--- config.mk ---
export PLATFORM = sky130hd
export DESIGN_NAME = hrx_addr_filter
export DESIGN_NICKNAME = d
export VERILOG_FILES = /design/src/hdl/hrx_pkg.sv /design/src/hdl/hrx_addr_filter.sv /design/src/hdl/hrx_fifo.sv
export VERILOG_INCLUDE_DIRS = /design/src /design/src/hdl
export SDC_FILE = /design/constraint.sdc
export NUM_CORES = 1
export LEC_CHECK = 0
export ABC_AREA = 0
export CORE_ASPECT_RATIO = 0.6
export CORE_MARGIN = 4
export CORE_UTILIZATION = 45
export DETAILED_ROUTE_END_ITERATION = 7
export DONT_BUFFER_PORTS = 1
export HOLD_SLACK_MARGIN = 0.12
export PLACE_DENSITY = 0.66
export SETUP_SLACK_MARGIN = 0.3
export SLEW_MARGIN = 20
export SYNTH_ARGS = -nofsm -noshare
export SYNTH_HDL_FRONTEND = slang
export SYNTH_SLANG_ARGS = --single-unit
--- constraint.sdc ---
create_clock -name ref_clk -period 2.97 [get_ports ref_clk]
set_clock_uncertainty 0.05 [all_clocks]
set_input_delay 0.594 -clock ref_clk [delete_from_list [all_inputs] [get_ports ref_clk]]
set_output_delay 0.594 -clock ref_clk [all_outputs]
set_load 0.01 [all_outputs]
--- src/hdl/hrx_params.svh ---
`ifndef HRX_PARAMS_SVH
`define HRX_PARAMS_SVH

// Serial engine selection
`define HRX_SEL_HDLC      2'h0
`define HRX_SEL_BISYNC    2'h2
`define HRX_SEL_ASYNC     2'h3

// Submode field codes
`define HRX_MDS_AUTO      2'h0
`define HRX_MDS_ADDR2     2'h1
`define HRX_MDS_ADDR10    2'h2
`define HRX_MDS_XTRANS    2'h3

// PPP mode field codes
`define HRX_PPP_NONE      2'h0
`define HRX_PPP_OCTET     2'h1
`define HRX_PPP_ASYNC     2'h2
`define HRX_PPP_BITSYNC   2'h3

// Fixed group addresses and command/response bit
`define HRX_GROUP_A       8'hFE
`define HRX_GROUP_B       8'hFC
`define HRX_CR_BIT        1

// Storage
`define HRX_FIFO_WIDTH    8
`define HRX_FIFO_DEPTH    8
`define HRX_FRAME_DEPTH   8'h40
`define HRX_MASK_RESET    8'h00

`endif

--- src/hdl/hrx_pkg.sv ---
`default_nettype none
package hrx_pkg;

	typedef enum logic [3:0] {
		HRX_MODE_OFF     = 4'h0,
		HRX_MODE_AUTO    = 4'h1,
		HRX_MODE_ADDR2   = 4'h2,
		HRX_MODE_ADDR1   = 4'h3,
		HRX_MODE_ADDR0   = 4'h4,
		HRX_MODE_SS7     = 4'h5,
		HRX_MODE_PPP_BIT = 4'h6,
		HRX_MODE_PPP_OCT = 4'h7,
		HRX_MODE_PPP_ASY = 4'h8,
		HRX_MODE_XTRANS  = 4'h9
	} hrx_mode_t;

	typedef enum logic [2:0] {
		HRX_ST_IDLE  = 3'h0,
		HRX_ST_ADDR  = 3'h1,
		HRX_ST_BODY  = 3'h2,
		HRX_ST_DROP  = 3'h3,
		HRX_ST_FLUSH = 3'h4,
		HRX_ST_STAT  = 3'h5
	} hrx_state_t;

endpackage

`default_nettype wire

--- src/hdl/hrx_addr_filter.sv ---
`timescale 1ns/1ps
`default_nettype none
`include "hrx_params.svh"

module hrx_addr_filter
	import hrx_pkg::*;
(
	// Clock and reset
	input  wire logic       ref_clk,
	input  wire logic       rst_n,
	// Mode configuration
	input  wire logic [1:0] serial_engine_select,
	input  wire logic [1:0] hdlc_submode_field,
	input  wire logic       address_width_bit,
	input  wire logic [1:0] ppp_mode_field,
	input  wire logic       signalling7_enable,
	input  wire logic       address_forward_enable,
	// Address compare and mask values
	input  wire logic [7:0] high_compare_one,
	input  wire logic [7:0] high_compare_two,
	input  wire logic [7:0] low_compare_one,
	input  wire logic [7:0] low_compare_two,
	input  wire logic       response_indication_bit,
	input  wire logic [7:0] high_mask_one,
	input  wire logic [7:0] high_mask_two,
	input  wire logic [7:0] low_mask_one,
	input  wire logic [7:0] low_mask_two,
	// Received octets from the deframer
	input  wire logic       rx_valid,
	output logic            rx_ready,
	input  wire logic [7:0] rx_data,
	input  wire logic       rx_end,
	input  wire logic [7:0] rx_status,
	// Receive FIFO drain side
	output logic            fifo_valid,
	input  wire logic       fifo_ready,
	output logic      [7:0] fifo_data,
	// Mode and frame reporting
	output hrx_mode_t       mode_now,
	output logic            hdlc_engine_on,
	output logic            async_engine_on,
	output logic            bisync_engine_on,
	output logic            frame_auto,
	output logic            frame_command,
	output logic            frame_response,
	output logic            frame_accepted,
	output logic            frame_dropped
);

	// ----------------------------------------
	// Functions
	// ----------------------------------------
	// Masked compare; a set mask bit forces a match
	function automatic logic byte_hit(input logic [7:0] rx, input logic [7:0] cmp,
		input logic [7:0] msk, input logic ign_cr);
		logic [7:0] ign;
		ign = msk;
		ign[`HRX_CR_BIT] = msk[`HRX_CR_BIT] | ign_cr;
		byte_hit = ((rx ^ cmp) & ~ign) == 8'h00;
	endfunction

	// ----------------------------------------
	// Mode decode
	// ----------------------------------------
	wire       sel_hdlc = (serial_engine_select == `HRX_SEL_HDLC);
	hrx_mode_t mode_dec;

	assign hdlc_engine_on   = sel_hdlc;
	assign async_engine_on  = (serial_engine_select == `HRX_SEL_ASYNC);
	assign bisync_engine_on = (serial_engine_select == `HRX_SEL_BISYNC);

	always_comb begin
		mode_dec = HRX_MODE_OFF;
		if (sel_hdlc) begin
			case (hdlc_submode_field)
				`HRX_MDS_AUTO:  mode_dec = HRX_MODE_AUTO;
				`HRX_MDS_ADDR2: mode_dec = HRX_MODE_ADDR2;
				`HRX_MDS_ADDR10: begin
					if (address_width_bit)
						mode_dec = HRX_MODE_ADDR1;
					else if (ppp_mode_field == `HRX_PPP_BITSYNC)
						mode_dec = HRX_MODE_PPP_BIT;
					else if (ppp_mode_field == `HRX_PPP_OCTET)
						mode_dec = HRX_MODE_PPP_OCT;
					else if (ppp_mode_field == `HRX_PPP_ASYNC)
						mode_dec = HRX_MODE_PPP_ASY;
					else if (signalling7_enable)
						mode_dec = HRX_MODE_SS7;
					else
						mode_dec = HRX_MODE_ADDR0;
				end
				`HRX_MDS_XTRANS: mode_dec = address_width_bit ? HRX_MODE_XTRANS : HRX_MODE_OFF;
				default: mode_dec = HRX_MODE_OFF;
			endcase
		end
	end
	assign mode_now = mode_dec;

	// ----------------------------------------
	// Frame state
	// ----------------------------------------
	hrx_state_t st_reg;
	hrx_mode_t  fmode_reg;
	logic       two_reg;
	logic [7:0] a0_reg;
	logic [7:0] a1_reg;
	logic [1:0] acnt_reg;
	logic [1:0] fcnt_reg;
	logic [7:0] stat_reg;

	// Modes with address recognition; others pass whole frames
	wire m_auto  = (fmode_reg == HRX_MODE_AUTO);
	wire m_addr2 = (fmode_reg == HRX_MODE_ADDR2);
	wire m_addr1 = (fmode_reg == HRX_MODE_ADDR1);
	wire m_recog = m_auto || m_addr2 || m_addr1;
	wire [1:0] need = (m_addr1 || !two_reg) ? 2'h1 : 2'h2;
	// Address complete: the deciding cycle refuses octets so none is lost
	wire       addr_full = (acnt_reg == need);

	// High byte candidates: groups ignore C/R, compares per indication bit
	wire [7:0] hi_byte = a0_reg;
	wire [7:0] lo_byte = two_reg ? a1_reg : a0_reg;
	wire hi_grp   = byte_hit(hi_byte, `HRX_GROUP_A, `HRX_MASK_RESET, 1'b1)
	             || byte_hit(hi_byte, `HRX_GROUP_B, `HRX_MASK_RESET, 1'b1);
	wire hi_one   = byte_hit(hi_byte, high_compare_one, high_mask_one, response_indication_bit);
	wire hi_two   = byte_hit(hi_byte, high_compare_two, high_mask_two, response_indication_bit);
	wire lo_one   = byte_hit(lo_byte, low_compare_one, low_mask_one, 1'b0);
	wire lo_two   = byte_hit(lo_byte, low_compare_two, low_mask_two, 1'b0);
	wire hi_any   = hi_grp || hi_one || hi_two;

	// Acceptance per mode
	wire acc_addr1 = hi_any;
	wire acc_two   = hi_any && (lo_one || lo_two);
	wire acc_one   = lo_one || lo_two;
	wire accept    = m_addr1 ? acc_addr1 : (two_reg ? acc_two : acc_one);
	wire auto_hit  = m_auto && (two_reg ? (hi_one && lo_one) : lo_one);

	// Octets to replay once accepted: every address octet with the forward option, none without it
	wire [1:0] flush_n = m_addr1 ? (address_forward_enable ? 2'h1 : 2'h0)
	                   : (address_forward_enable ? need : 2'h0);

	// ----------------------------------------
	// FIFO feed
	// ----------------------------------------
	logic       push_v;
	logic [7:0] push_d;
	wire        push_rdy;
	wire        take;

	wire [7:0] flush_byte = (fcnt_reg == 2'h0) ? a0_reg : a1_reg;

	always_comb begin
		push_v   = 1'b0;
		push_d   = rx_data;
		rx_ready = 1'b0;
		case (st_reg)
			HRX_ST_IDLE, HRX_ST_DROP: rx_ready = 1'b1;
			HRX_ST_ADDR: rx_ready = !addr_full;
			HRX_ST_BODY: begin
				rx_ready = push_rdy;
				push_v   = rx_valid && !rx_end;
			end
			HRX_ST_FLUSH: begin
				push_v = 1'b1;
				push_d = flush_byte;
			end
			HRX_ST_STAT: begin
				push_v = 1'b1;
				push_d = stat_reg;
			end
			default: rx_ready = 1'b0;
		endcase
	end
	assign take = rx_valid && rx_ready;

	// First-octet view used before fmode_reg is loaded
	wire m_recog_new = (mode_dec == HRX_MODE_AUTO) || (mode_dec == HRX_MODE_ADDR2)
	                || (mode_dec == HRX_MODE_ADDR1);

	// ----------------------------------------
	// Sequencer
	// ----------------------------------------
	always_ff @(posedge ref_clk or negedge rst_n) begin
		if (!rst_n) begin
			st_reg    <= HRX_ST_IDLE;
			fmode_reg <= HRX_MODE_OFF;
			two_reg   <= 1'b0;
			a0_reg    <= 8'h00;
			a1_reg    <= 8'h00;
			acnt_reg  <= 2'h0;
			fcnt_reg  <= 2'h0;
			stat_reg  <= 8'h00;
		end else begin
			case (st_reg)
				HRX_ST_IDLE: begin
					fcnt_reg <= 2'h0;
					acnt_reg <= 2'h0;
					if (take && !rx_end) begin
						fmode_reg <= mode_dec;
						two_reg   <= address_width_bit;
						a0_reg    <= rx_data;
						acnt_reg  <= 2'h1;
						st_reg    <= m_recog_new ? HRX_ST_ADDR : HRX_ST_FLUSH;
					end
				end
				HRX_ST_ADDR: begin
					if (!m_recog) begin
						st_reg <= HRX_ST_FLUSH;
					end else if (acnt_reg == need) begin
						if (accept)
							st_reg <= (flush_n == 2'h0) ? HRX_ST_BODY : HRX_ST_FLUSH;
						else
							st_reg <= HRX_ST_DROP;
					end else if (take) begin
						if (rx_end)
							st_reg <= HRX_ST_IDLE;
						else begin
							a1_reg   <= rx_data;
							acnt_reg <= acnt_reg + 2'h1;
						end
					end
				end
				HRX_ST_FLUSH: begin
					// Mode 0/transparent replays the first octet whole
					if (!m_recog) begin
						if (push_rdy)
							st_reg <= HRX_ST_BODY;
					end else if (m_addr1 && !address_forward_enable) begin
						st_reg <= HRX_ST_BODY;
					end else if (push_rdy) begin
						fcnt_reg <= fcnt_reg + 2'h1;
						if (fcnt_reg + 2'h1 >= flush_n)
							st_reg <= HRX_ST_BODY;
					end
				end
				HRX_ST_BODY: begin
					if (take && rx_end) begin
						stat_reg <= rx_status;
						st_reg   <= HRX_ST_STAT;
					end
				end
				HRX_ST_STAT:
					if (push_rdy)
						st_reg <= HRX_ST_IDLE;
				HRX_ST_DROP:
					if (take && rx_end)
						st_reg <= HRX_ST_IDLE;
				default: st_reg <= HRX_ST_IDLE;
			endcase
		end
	end

	// ----------------------------------------
	// Frame classification
	// ----------------------------------------
	logic auto_reg, cmd_reg, rsp_reg, acc_p_reg, drop_p_reg;
	wire  decide = (st_reg == HRX_ST_ADDR) && m_recog && addr_full;

	always_ff @(posedge ref_clk or negedge rst_n) begin
		if (!rst_n) begin
			auto_reg   <= 1'b0;
			cmd_reg    <= 1'b0;
			rsp_reg    <= 1'b0;
			acc_p_reg  <= 1'b0;
			drop_p_reg <= 1'b0;
		end else begin
			acc_p_reg  <= decide && accept;
			drop_p_reg <= decide && !accept;
			if (decide) begin
				auto_reg <= accept && auto_hit;
				cmd_reg  <= accept && !two_reg && !m_addr1 && lo_one;
				rsp_reg  <= accept && !two_reg && !m_addr1 && !lo_one && lo_two;
			end
		end
	end
	assign frame_auto     = auto_reg;
	assign frame_command  = cmd_reg;
	assign frame_response = rsp_reg;
	assign frame_accepted = acc_p_reg;
	assign frame_dropped  = drop_p_reg;

	// ----------------------------------------
	// Receive FIFO
	// ----------------------------------------
	hrx_fifo #(
		.WIDTH(`HRX_FIFO_WIDTH),
		.DEPTH(`HRX_FIFO_DEPTH)
	) u_fifo (
		.ref_clk  (ref_clk),
		.rst_n    (rst_n),
		.in_valid (push_v),
		.in_ready (push_rdy),
		.in_data  (push_d),
		.out_valid(fifo_valid),
		.out_ready(fifo_ready),
		.out_data (fifo_data)
	);

endmodule

`default_nettype wire

--- src/hdl/hrx_fifo.sv ---
`timescale 1ns/1ps
`default_nettype none

module hrx_fifo #(
	parameter int WIDTH = 8,
	parameter int DEPTH = 8
) (
	// Clock and reset
	input  wire logic             ref_clk,
	input  wire logic             rst_n,
	// Fill side
	input  wire logic             in_valid,
	output logic                  in_ready,
	input  wire logic [WIDTH-1:0] in_data,
	// Drain side
	output logic                  out_valid,
	input  wire logic             out_ready,
	output logic      [WIDTH-1:0] out_data
);

	localparam int AW = $clog2(DEPTH);

	logic [WIDTH-1:0] mem_reg [DEPTH];
	logic [AW-1:0]    wr_reg;
	logic [AW-1:0]    rd_reg;
	logic [AW:0]      cnt_reg;
	wire              push;
	wire              pop;

	assign in_ready  = (cnt_reg != (AW+1)'(DEPTH));
	assign out_valid = (cnt_reg != '0);
	assign push      = in_valid && in_ready;
	assign pop       = out_valid && out_ready;
	assign out_data  = mem_reg[rd_reg];

	always_ff @(posedge ref_clk or negedge rst_n) begin
		if (!rst_n) begin
			wr_reg  <= '0;
			rd_reg  <= '0;
			cnt_reg <= '0;
		end else begin
			if (push)
				wr_reg <= (wr_reg == AW'(DEPTH-1)) ? '0 : wr_reg + 1'b1;
			if (pop)
				rd_reg <= (rd_reg == AW'(DEPTH-1)) ? '0 : rd_reg + 1'b1;
			cnt_reg <= cnt_reg + (AW+1)'(push) - (AW+1)'(pop);
		end
	end

	// Storage needs no reset; reads are gated by out_valid
	always_ff @(posedge ref_clk) begin
		if (push)
			mem_reg[wr_reg] <= in_data;
	end

endmodule

`default_nettype wire

## Word level (Yosys, flattened, before mapping)

Memories as Yosys holds them, arrays and structs flattened.
Index checks and enable logic that the tools add are counted.

- $lt $le $gt $ge: 1
- Bitwise gates (word level): 18
- Equality and inequality tests: 39
- Reduce and logical (&&, ||, !) cells: 58
- Muxes and demuxes: 51
- Add/subtract/negate cells: 6

Operator list:

| cell | number |
|---|---|
| 2-to-1 mux 3 bit | 18 |
| logical NOT 8 bit | 6 |
| bitwise AND 8 bit | 4 |
| inverter 8 bit | 4 |
| XOR 8 bit | 4 |
| 2-to-1 mux 4 bit | 6 |
| inequality test 2 bit, second input constant | 11 |
| logical AND 1 bit | 20 |
| 2-to-1 mux 2 bit | 10 |
| one-hot mux 3 bit (6 select lines) | 1 |
| == test 4 x 2 -> 1 bit, second input constant | 4 |
| 2-to-1 mux 8 bit | 2 |
| inequality test 4 bit, second input constant | 4 |
| one-hot mux 4 bit (4 select lines) | 1 |
| one-hot mux 8 bit (2 select lines) | 1 |
| == test 2 bit, second input constant | 6 |
| == test 3 bit, second input constant | 4 |
| AND reduction 5 bit | 2 |
| logical OR 1 bit | 9 |
| AND reduction 9 bit | 1 |
| == test 4 x 1 -> 1 bit, second input constant | 2 |
| logical NOT 2 bit | 4 |
| 2-to-1 mux 1 bit | 8 |
| one-hot mux 2 bit (2 select lines) | 2 |
| 23 further kinds | 39 |

- Bits in writable memories: 64
- Memories: 1
- Flip-flop bits (word level): 51
- Bits of input ports: 95

Memories:

| name | depth | width | rd ports | clocked after memory_dff | wr ports | RTL line | text |
|---|---|---|---|---|---|---|---|
| u_fifo.mem_reg | 8 | 8 | 1 | 0 | 1 | hrx_fifo.sv:23 | `logic [WIDTH-1:0] mem_reg [DEPTH];` |

## Depth between registers and ports, before layout

Gate-level depths: netlist (run 1).

- Word-level depth: 13
- Mapped depth: 11
- Mapped depth without buffers: 11

## Cells and area by module

Synthesis (run 1) repeated with hierarchy kept, for this count alone.

- Cells, all modules: 464
- Area total of the unflattened synthesis: 6040.8 µm²

Modules (own cells, without submodules):

| module | cells each | times used | area each (µm²) |
|---|---|---|---|
| hrx_fifo | 149 | 1 | 3091.7 |
| hrx_addr_filter | 315 | 1 | 2949.1 |

## Worst setup path after synthesis (run 1)

No wires, ideal clock.

- Kind: input-to-reg
- Start: input port rx_end
- End: memory u_fifo.mem_reg[0][0], enable pin
- Arrival time: 2.217 ns
- Stages on the path: 5
- Library setup time: 0.383 ns
- Slack: 0.319 ns
- Path buffers: 0
- Path through: nand2b_1 > or3_1 > a21oi_1 > nand2b_1 > nor3_1

- Cells in the longest elaborated chain, start to end: 6

RTL lines:

| element | RTL line | text |
|---|---|---|
| start: declaration | hrx_addr_filter.sv:32 | `input wire logic rx_end,` |
| logical NOT 1 bit | hrx_addr_filter.sv:161 | `push_v = rx_valid && !rx_end;` |
| logical AND 1 bit | hrx_addr_filter.sv:161 |  |
| one-hot mux 1 bit (2 select lines) | hrx_addr_filter.sv:156 | `case (st_reg)` |
| logical AND 1 bit | hrx_fifo.sv:32 | `assign push = in_valid && in_ready;` |
| named net u_fifo.push | hrx_fifo.sv:27 | `wire push;` |
| 2-to-1 mux 1 bit | hrx_fifo.sv:52 | `if (push)` |
| 2-to-1 mux 1 bit (implied by the code) | hrx_fifo.sv:53 | `mem_reg[wr_reg] <= in_data;` |
| end: declaration | hrx_fifo.sv:23 |  |

The timed path passes the listed nets, and every way through them passes these cells.

## Final worst setup path (run 1)

- Start: register fmode_reg[3]
- End: output port rx_ready

- Cells in the longest elaborated chain, start to end: 6

RTL lines:

| element | RTL line | text |
|---|---|---|
| start: declaration | hrx_addr_filter.sv:103 | `hrx_mode_t fmode_reg;` |
| start signal: assignment | hrx_addr_filter.sv:199 | `fmode_reg <= mode_dec;` |
| == test 4 x 2 -> 1 bit | hrx_addr_filter.sv:114 | `wire m_addr1 = (fmode_reg == HRX_MODE_ADDR1);` |
| logical OR 1 bit | hrx_addr_filter.sv:116 | `wire [1:0] need = (m_addr1 \|\| !two_reg) ? 2'h1 : 2'h2;` |
| 2-to-1 mux 2 bit | hrx_addr_filter.sv:116 |  |
| == test 2 bit | hrx_addr_filter.sv:118 | `wire addr_full = (acnt_reg == need);` |
| logical NOT 1 bit | hrx_addr_filter.sv:158 | `HRX_ST_ADDR: rx_ready = !addr_full;` |
| one-hot mux 1 bit (3 select lines) | hrx_addr_filter.sv:156 |  |
| end: declaration | hrx_addr_filter.sv:30 | `output logic rx_ready,` |

No other way between the ends.

==> results of run 1 <==
==> per-layer routing <==
layer	global-route usage (%)	routed length, um	up-vias
li1	-	-	1785
met1	27.0	6330	1925
met2	26.3	6010	122
met3	8.00	1170	11
met4	4.57	79	2
met5	0	13	-
==> stage by stage <==
stage / power [mW] / utilization, % / std cells / area, um^2
2_1_floorplan: 4.61 / - / 460 / 5920
4_1_cts: 7.33 / 53.4 / 673 / 6870
3_3_place_gp: 5.21 / 48.6 / 639 / 6240
6_report: 7.29 / 53.6 / 673 / 6890
5_1_grt: 7.79 / 53.6 / 673 / 6890
3_5_place_dp: 5.31 / 48.6 / 639 / 6240
==> synth_stat cells, types with 2 or more instances <==
master     n
mux2_2    38
or2_2      2
mux2i_1   18
edfxtp_1  64
o21ai_0   22
dfrtp_1   51
nand2b_1  10
nor3_1     6
o32ai_1    2
mux2i_2    2
nand4_1    3
clkbuf_1  14
a31oi_1    2
a21oi_1   15
xnor2_1   17
mux4_2    16
nor4_1     4
nor2_1    32
nand2_1   24
inv_1     15
xor2_1    14
o211ai_1   2
nand3_1    6
or3_1      3
ha_1      13
nor3b_1    2
nand3b_1   3
nor2b_1   10
and2_1     4
o22ai_1   12
o31ai_1    2
a21o_1     4
==> worst register-to-register path, cell delays in order, from the launching register on <==
cell and delay [ns]:
dfrtp_2 0.58, mux2i_1 0.36, xor2_1 0.18, o22ai_1 0.11, or4_4 0.59, or4_1 0.52
o21ai_1 0.12
==> cell type report <==
| type | instances | area [um^2] |
|---|---|---|
| Timing Repair Buffer | 29 | 248 |
| Clock buffer | 17 | 425 |
| Tap cell | 170 | 213 |
| Fill cell | 1070 | 5960 |
| Inverter | 15 | 56.3 |
| Clock inverter | 15 | 154 |
| Multi-Input combinational cell | 312 | 2590 |
| Sequential cell | 115 | 3200 |
==> cells by family after synthesis <==
kind of cell,after synthesis
compound gates,74
xor+xnor,31
fa+ha+maj,14
buf+inv,33
flops,115
mux,75
simple gates,118
==> worst paths after layout <==
check,start,end,cells after the start
worst max-delay path,fmode_reg[3],rx_ready,5
worst max register to register,two_reg,frame_auto,6
min in group asynchronous,rst_n,frame_dropped,2
max in group asynchronous,rst_n,two_reg,2
worst min-delay path,rx_data[3],a0_reg[3],1
worst min register to register,fcnt_reg[1],fcnt_reg[1],2
==> cells in the final DEF (no fill, tap or decap), types with 4 or more instances in the layout <==
master,count
mux4_2,16
nor4_1,4
mux2_2,38
o22ai_1,12
mux2i_1,17
nand3_1,6
ha_1,13
buf_4,25
nand2_1,24
nor2_1,32
edfxtp_1,64
nand2b_1,10
a21o_1,4
o21ai_0,21
xnor2_1,17
a21oi_1,14
inv_8,7
dfrtp_1,50
inv_6,4
nor3_1,6
and2_1,4
clkbuf_16,17
inv_1,15
xor2_1,14
nor2b_1,10
==> power breakdown <==
group	internal (mW)	switching, mW
registers	2.20	0.403
logic	1.32	1.40
clock network	1.12	0.843
==> what timing repair did <==
item,CTS,global route
endpoints found under the hold margin,51,0
pin swaps,0,0
hold buffers,2,0
resized for setup,2,7
endpoints found under the setup margin,7,15
==> impl_metrics.ini, run 1 <==
[run_status]
status = finished, final reports clean

[place]
dpl.hpwl_um = 10100
place_ws_ns = 0.174
place.gp.congestion = 0.898
port_buffers = 0

[setup_path]
worstPathCellList = nand4bb_1, buf_4, and4b_1, o41ai_4, buf_6
cp_slowest_cell = dfrtp_1
cp_max_fo = 6
crit_arrival_ns = 1.95
crit_type = reg -> out
cp-end-kind = primary output
rrSetupSlack_ns = 0.38
cp_num_buf_inv = 2
cp.required_ns = 2.33
crit_family = simple AND/OR/NAND/NOR gates
worstSetupStartpointType = flip-flop
cp_slowest_stage_delay_ns = 0.41

[synth]
synth_edf_count = 64
synth_top_area_cell = edfxtp_1
synthMuxAreaShare_pct = 17.2
avgSynthCellArea_um2 = 12.9
ys_ff_latch = 115
synth.area.top_cells = edfxtp_1, dfrtp_1, mux2_2, mux4_2, mux2i_1
synth_cell_types = 60
synth_fa_ha_area_share_pct = 3.09
synth_seq_area_share_pct = 54.0
synth-async-reset-ratio_pct = 44.3
syn-cell-area_um2 = 5920
synth_top_family_by_area = multiplexers
synthCells = 460
synth_top_area_share_pct = 32.5
synth_xor_area_share_pct = 4.59
syn_nets = 569
ys_dominant_reg_cell = edfxtp_1
yosysWarnings = 0
yosys.area_share.simple_pct = 10.5
synth_compound_area_share_pct = 8.05

[routing]
drt_iter0_markers = 260
via_count = 3845
vias_per_cell = 5.71
firstDrtPassIters = 4
ant_nets = 0
routedWlPerCell_um = 20.2
drc = 0
wirelength_um = 13600

[clock_network]
clock-root-buffer = clkbuf_16
cts.reportedPaths.clkPinSlew_ns = 0.06
post_cts_buffers = 0
clkLatencyLatePin_ns = 0.41
cts_tree = done
htree_levels = 4
numCtsBuffers = 17
clockBufferDepth = 2
clock_sinks = 115

[cells_and_area]
drive_gt1_share_pct = 25.6
nets = 599
syn2layout_area_growth_pct = 16.4
largest_reg_flops = 64
antenna-diode-count = 0

[timing]
tns_ns = 0
fin_ws_ns = 0.374
finalSetupViolCount = 0
maxSlewViolCount = 0
rsz0062_at_grt = yes
relSlewSlack_pct = 30.9
fin_crit_ns = 2.60
tightest_slew_ns = 1.03
fmax_ghz = 0.385
period_share_pct = 87.4
hold_violations = 0
whs_ns = 0.274

[global_routing]
antenna_found_initial = 1
grt_pass1_vias = 3941
grt-ovfl-total = 0
grt_first_pass_wirelength_um = 21900
grt_util_all_layers_pct = 18.8
grt_max_degree = 52

[floorplanning]
initial_core_util_pct = 46.1
ios = 117
die_y_um = 96.8
rows = 32
coreArea_um2 = 12900
die-width_um = 156
die_area_um2 = 15100

[power_and_ir_drop]
p_per_area_nw_per_um2 = 1060
leakage_nw = 2.72
max-vdd-ir-drop_mv = 0.510

[flow_run]
drv_cap = 0

[hold_path]
hp-class = in -> reg
No activity file was read; power rests on OpenSTA's default activity.
==> inputs of run 2 (changes only) <==
--- a/config.mk
+++ b/config.mk
@@ -7,13 +7,11 @@
 export NUM_CORES = 1
 export LEC_CHECK = 0
 export ABC_AREA = 0
-export CORE_ASPECT_RATIO = 0.6
 export CORE_MARGIN = 4
 export CORE_UTILIZATION = 45
 export DETAILED_ROUTE_END_ITERATION = 7
 export DONT_BUFFER_PORTS = 1
 export HOLD_SLACK_MARGIN = 0.12
-export PLACE_DENSITY = 0.66
 export SETUP_SLACK_MARGIN = 0.3
 export SLEW_MARGIN = 20
 export SYNTH_ARGS = -nofsm -noshare
==> constraint.sdc (replaced) <==
create_clock -name ref_clk -period 2.97 [get_ports ref_clk]
set_clock_uncertainty 0.05 [all_clocks]
set_input_delay 0.594 -clock ref_clk [delete_from_list [all_inputs] [get_ports ref_clk]]
set_output_delay 0.594 -clock ref_clk [all_outputs]
set_load 0.05 [all_outputs]
==> run 2 against run 1 <==
Compared with the run above:
- sequential power increased by 4%
- first-iteration DRC count increased by 2.7%
- wire length decreased by 0.80%
- via count decreased by 1.1%
- critical path type unchanged
==> impl_metrics.ini, run 2 (synthesized netlist as in run 1, its figures left out) <==
[timing]
tightest_slew_ns = 0.764
whs_ns = 0.276
finalSetupViolCount = 0
maxSlewViolCount = 0
hold_violations = 0
fmax_ghz = 0.387
rsz0062_at_grt = no
tns_ns = 0
relSlewSlack_pct = 48.7
period_share_pct = 87.1
fin_crit_ns = 2.59

[floorplanning]
initial_core_util_pct = 46.3
ios = 117
die_area_um2 = 15100
rows = 41
coreArea_um2 = 12800
die-width_um = 123
die_y_um = 123

[routing]
ant_nets = 0
wirelength_um = 13500
drc = 0
firstDrtPassIters = 5
drt_iter0_markers = 267
via_count = 3802
vias_per_cell = 5.59
routedWlPerCell_um = 19.8

[place]
port_buffers = 0
place.gp.congestion = 0.812
place_area_um2 = 6310
dpl.hpwl_um = 9940

[power_and_ir_drop]
switchingPower_mw = 2.88
internal-power_mw = 4.70
p_seq_share_pct = 35.7
clkPwrFrac_pct = 24.2
swShare_pct = 38.0
leakage_nw = 2.72
p_per_area_nw_per_um2 = 1090
max-vdd-ir-drop_mv = 0.506
combPwrFrac_pct = 40.1

[cells_and_area]
antenna-diode-count = 0
drive_gt1_share_pct = 26.2
mostFrequentLayoutCells = edfxtp_1, dfrtp_1, mux2_2
layout_commonest_cell = edfxtp_1
nets = 605
n_fill_cell = 1055
largest_reg_flops = 64
syn2layout_area_growth_pct = 17.2
final_cell_area_um2 = 6940
post-route-util_pct = 54.3

[global_routing]
grt_pass1_vias = 3937
grt-ovfl-total = 0
grt_max_degree = 52
antenna_found_initial = 0
grt_first_pass_wirelength_um = 21300
grt_util_all_layers_pct = 19.0

[clock_network]
cts_tree = done
clockBufferDepth = 2
numCtsBuffers = 17
clkLatencyLatePin_ns = 0.41
clock-root-buffer = clkbuf_16
cts.reportedPaths.clkPinSlew_ns = 0.06
htree_levels = 4
clock_sinks = 115

[setup_path]
worstPathCellList = buf_12, mux4_2, mux2_2
r2r_start = two_reg
cp_num_buf_inv = 1
rrSetupSlack_ns = 0.42
r2r-end = frame_auto
rr_worst_depth = 6
worstSetupStartpointType = flip-flop
cp_slowest_cell = mux4_2
cp-end-kind = primary output
crit_type = reg -> out
cp_max_fo = 19
crit_family = multiplexers
cp.required_ns = 2.33
cp_slowest_stage_delay_ns = 0.53
crit_arrival_ns = 1.94

[hold_path]
holdPathEnd = a0_reg[5]
min_path_cells = 1
hold_path_startpoint = rx_data[5]
hp-class = in -> reg

[flow_run]
drv_cap = 0

[run_status]
status = finished, final reports clean
## run 2: cell count changes in the layout (fill, tap and decap cells not counted), sizes merged
cell,before,now
clkbuf,17,21
bufinv,0,1
clkinv,2,5
buf,28,34
inv,26,15
clkinvlp,2,4
## run 2: repair_timing
| item | 4_1_cts | 5_1_grt |
|---|---|---|
| endpoints found under the setup margin | 15 | 15 |
| hold endpoints to repair | 51 | 0 |
| hold buffers | 2 | 0 |
| buffers inserted | 0 | 3 |
| gates resized for setup | 4 | 7 |
| pin swaps | 1 | 2 |
## run 2: power by group through the flow
stage                     combinational, mW  sequential (mW)  clock (mW)
after floorplan                        2.50             2.51           0
after global placement                 2.89             2.71           0
after detailed placement               2.98             2.73           0
after CTS                              3.03             2.71        1.86
after global routing                   3.36             2.77        1.94
final                                  3.04             2.71        1.84
## run 2: cell type report
cell class	count	area, um^2	area share, %
Sequential cell	115	3200	46.2
Timing Repair Buffer	35	302	4.35
Tap cell	172	215	3.10
Multi-Input combinational cell	312	2630	38.0
Clock inverter	10	87.6	1.26
Clock buffer	21	440	6.35
Inverter	15	56.3	0.812
## run 2: how the worst max path moves through the flow
stage                                 from      endpoint  cells after the start
after floorplan               fmode_reg[3]     st_reg[0]                      6
after global placement             two_reg    frame_auto                      6
after detailed placement           two_reg     st_reg[0]                      6
after CTS                 u_fifo.rd_reg[0]  fifo_data[5]                      3
after global routing               two_reg    frame_auto                      6
final                     u_fifo.rd_reg[0]  fifo_data[5]                      3
## run 2: worst reg2reg max path, delay by kind of cell, from the launching register on
family / cells / cell delay [ns]
multiplexers: 1 / 0.36
XOR/XNOR: 1 / 0.19
AO/OA/AOI/OAI: 2 / 0.22
AND/OR/NAND/NOR: 2 / 1.07
flip-flops: 1 / 0.58
## run 2: metal layers
| layer | wire [um] | vias up | share of wire [%] | global-route usage (%) |
|---|---|---|---|---|
| met3 | 946 | 18 | 7.0 | 6.77 |
| met1 | 5490 | 1859 | 41 | 23.0 |
| met2 | 6900 | 136 | 51 | 31.7 |
| met5 | 0 | - | 0 | 0 |
| met4 | 161 | 0 | 1.2 | 5.74 |
| li1 | - | 1789 | - | - |
## run 2: per-stage QoR
step                cells  setup slack [ns]  power [mW]
floorplan             460             0.311        5.02
global placement      644             0.265        5.60
detailed placement    644            0.0967        5.71
CTS                   677             0.308        7.60
global route          680             0.304        8.07
finish                680             0.383        7.59
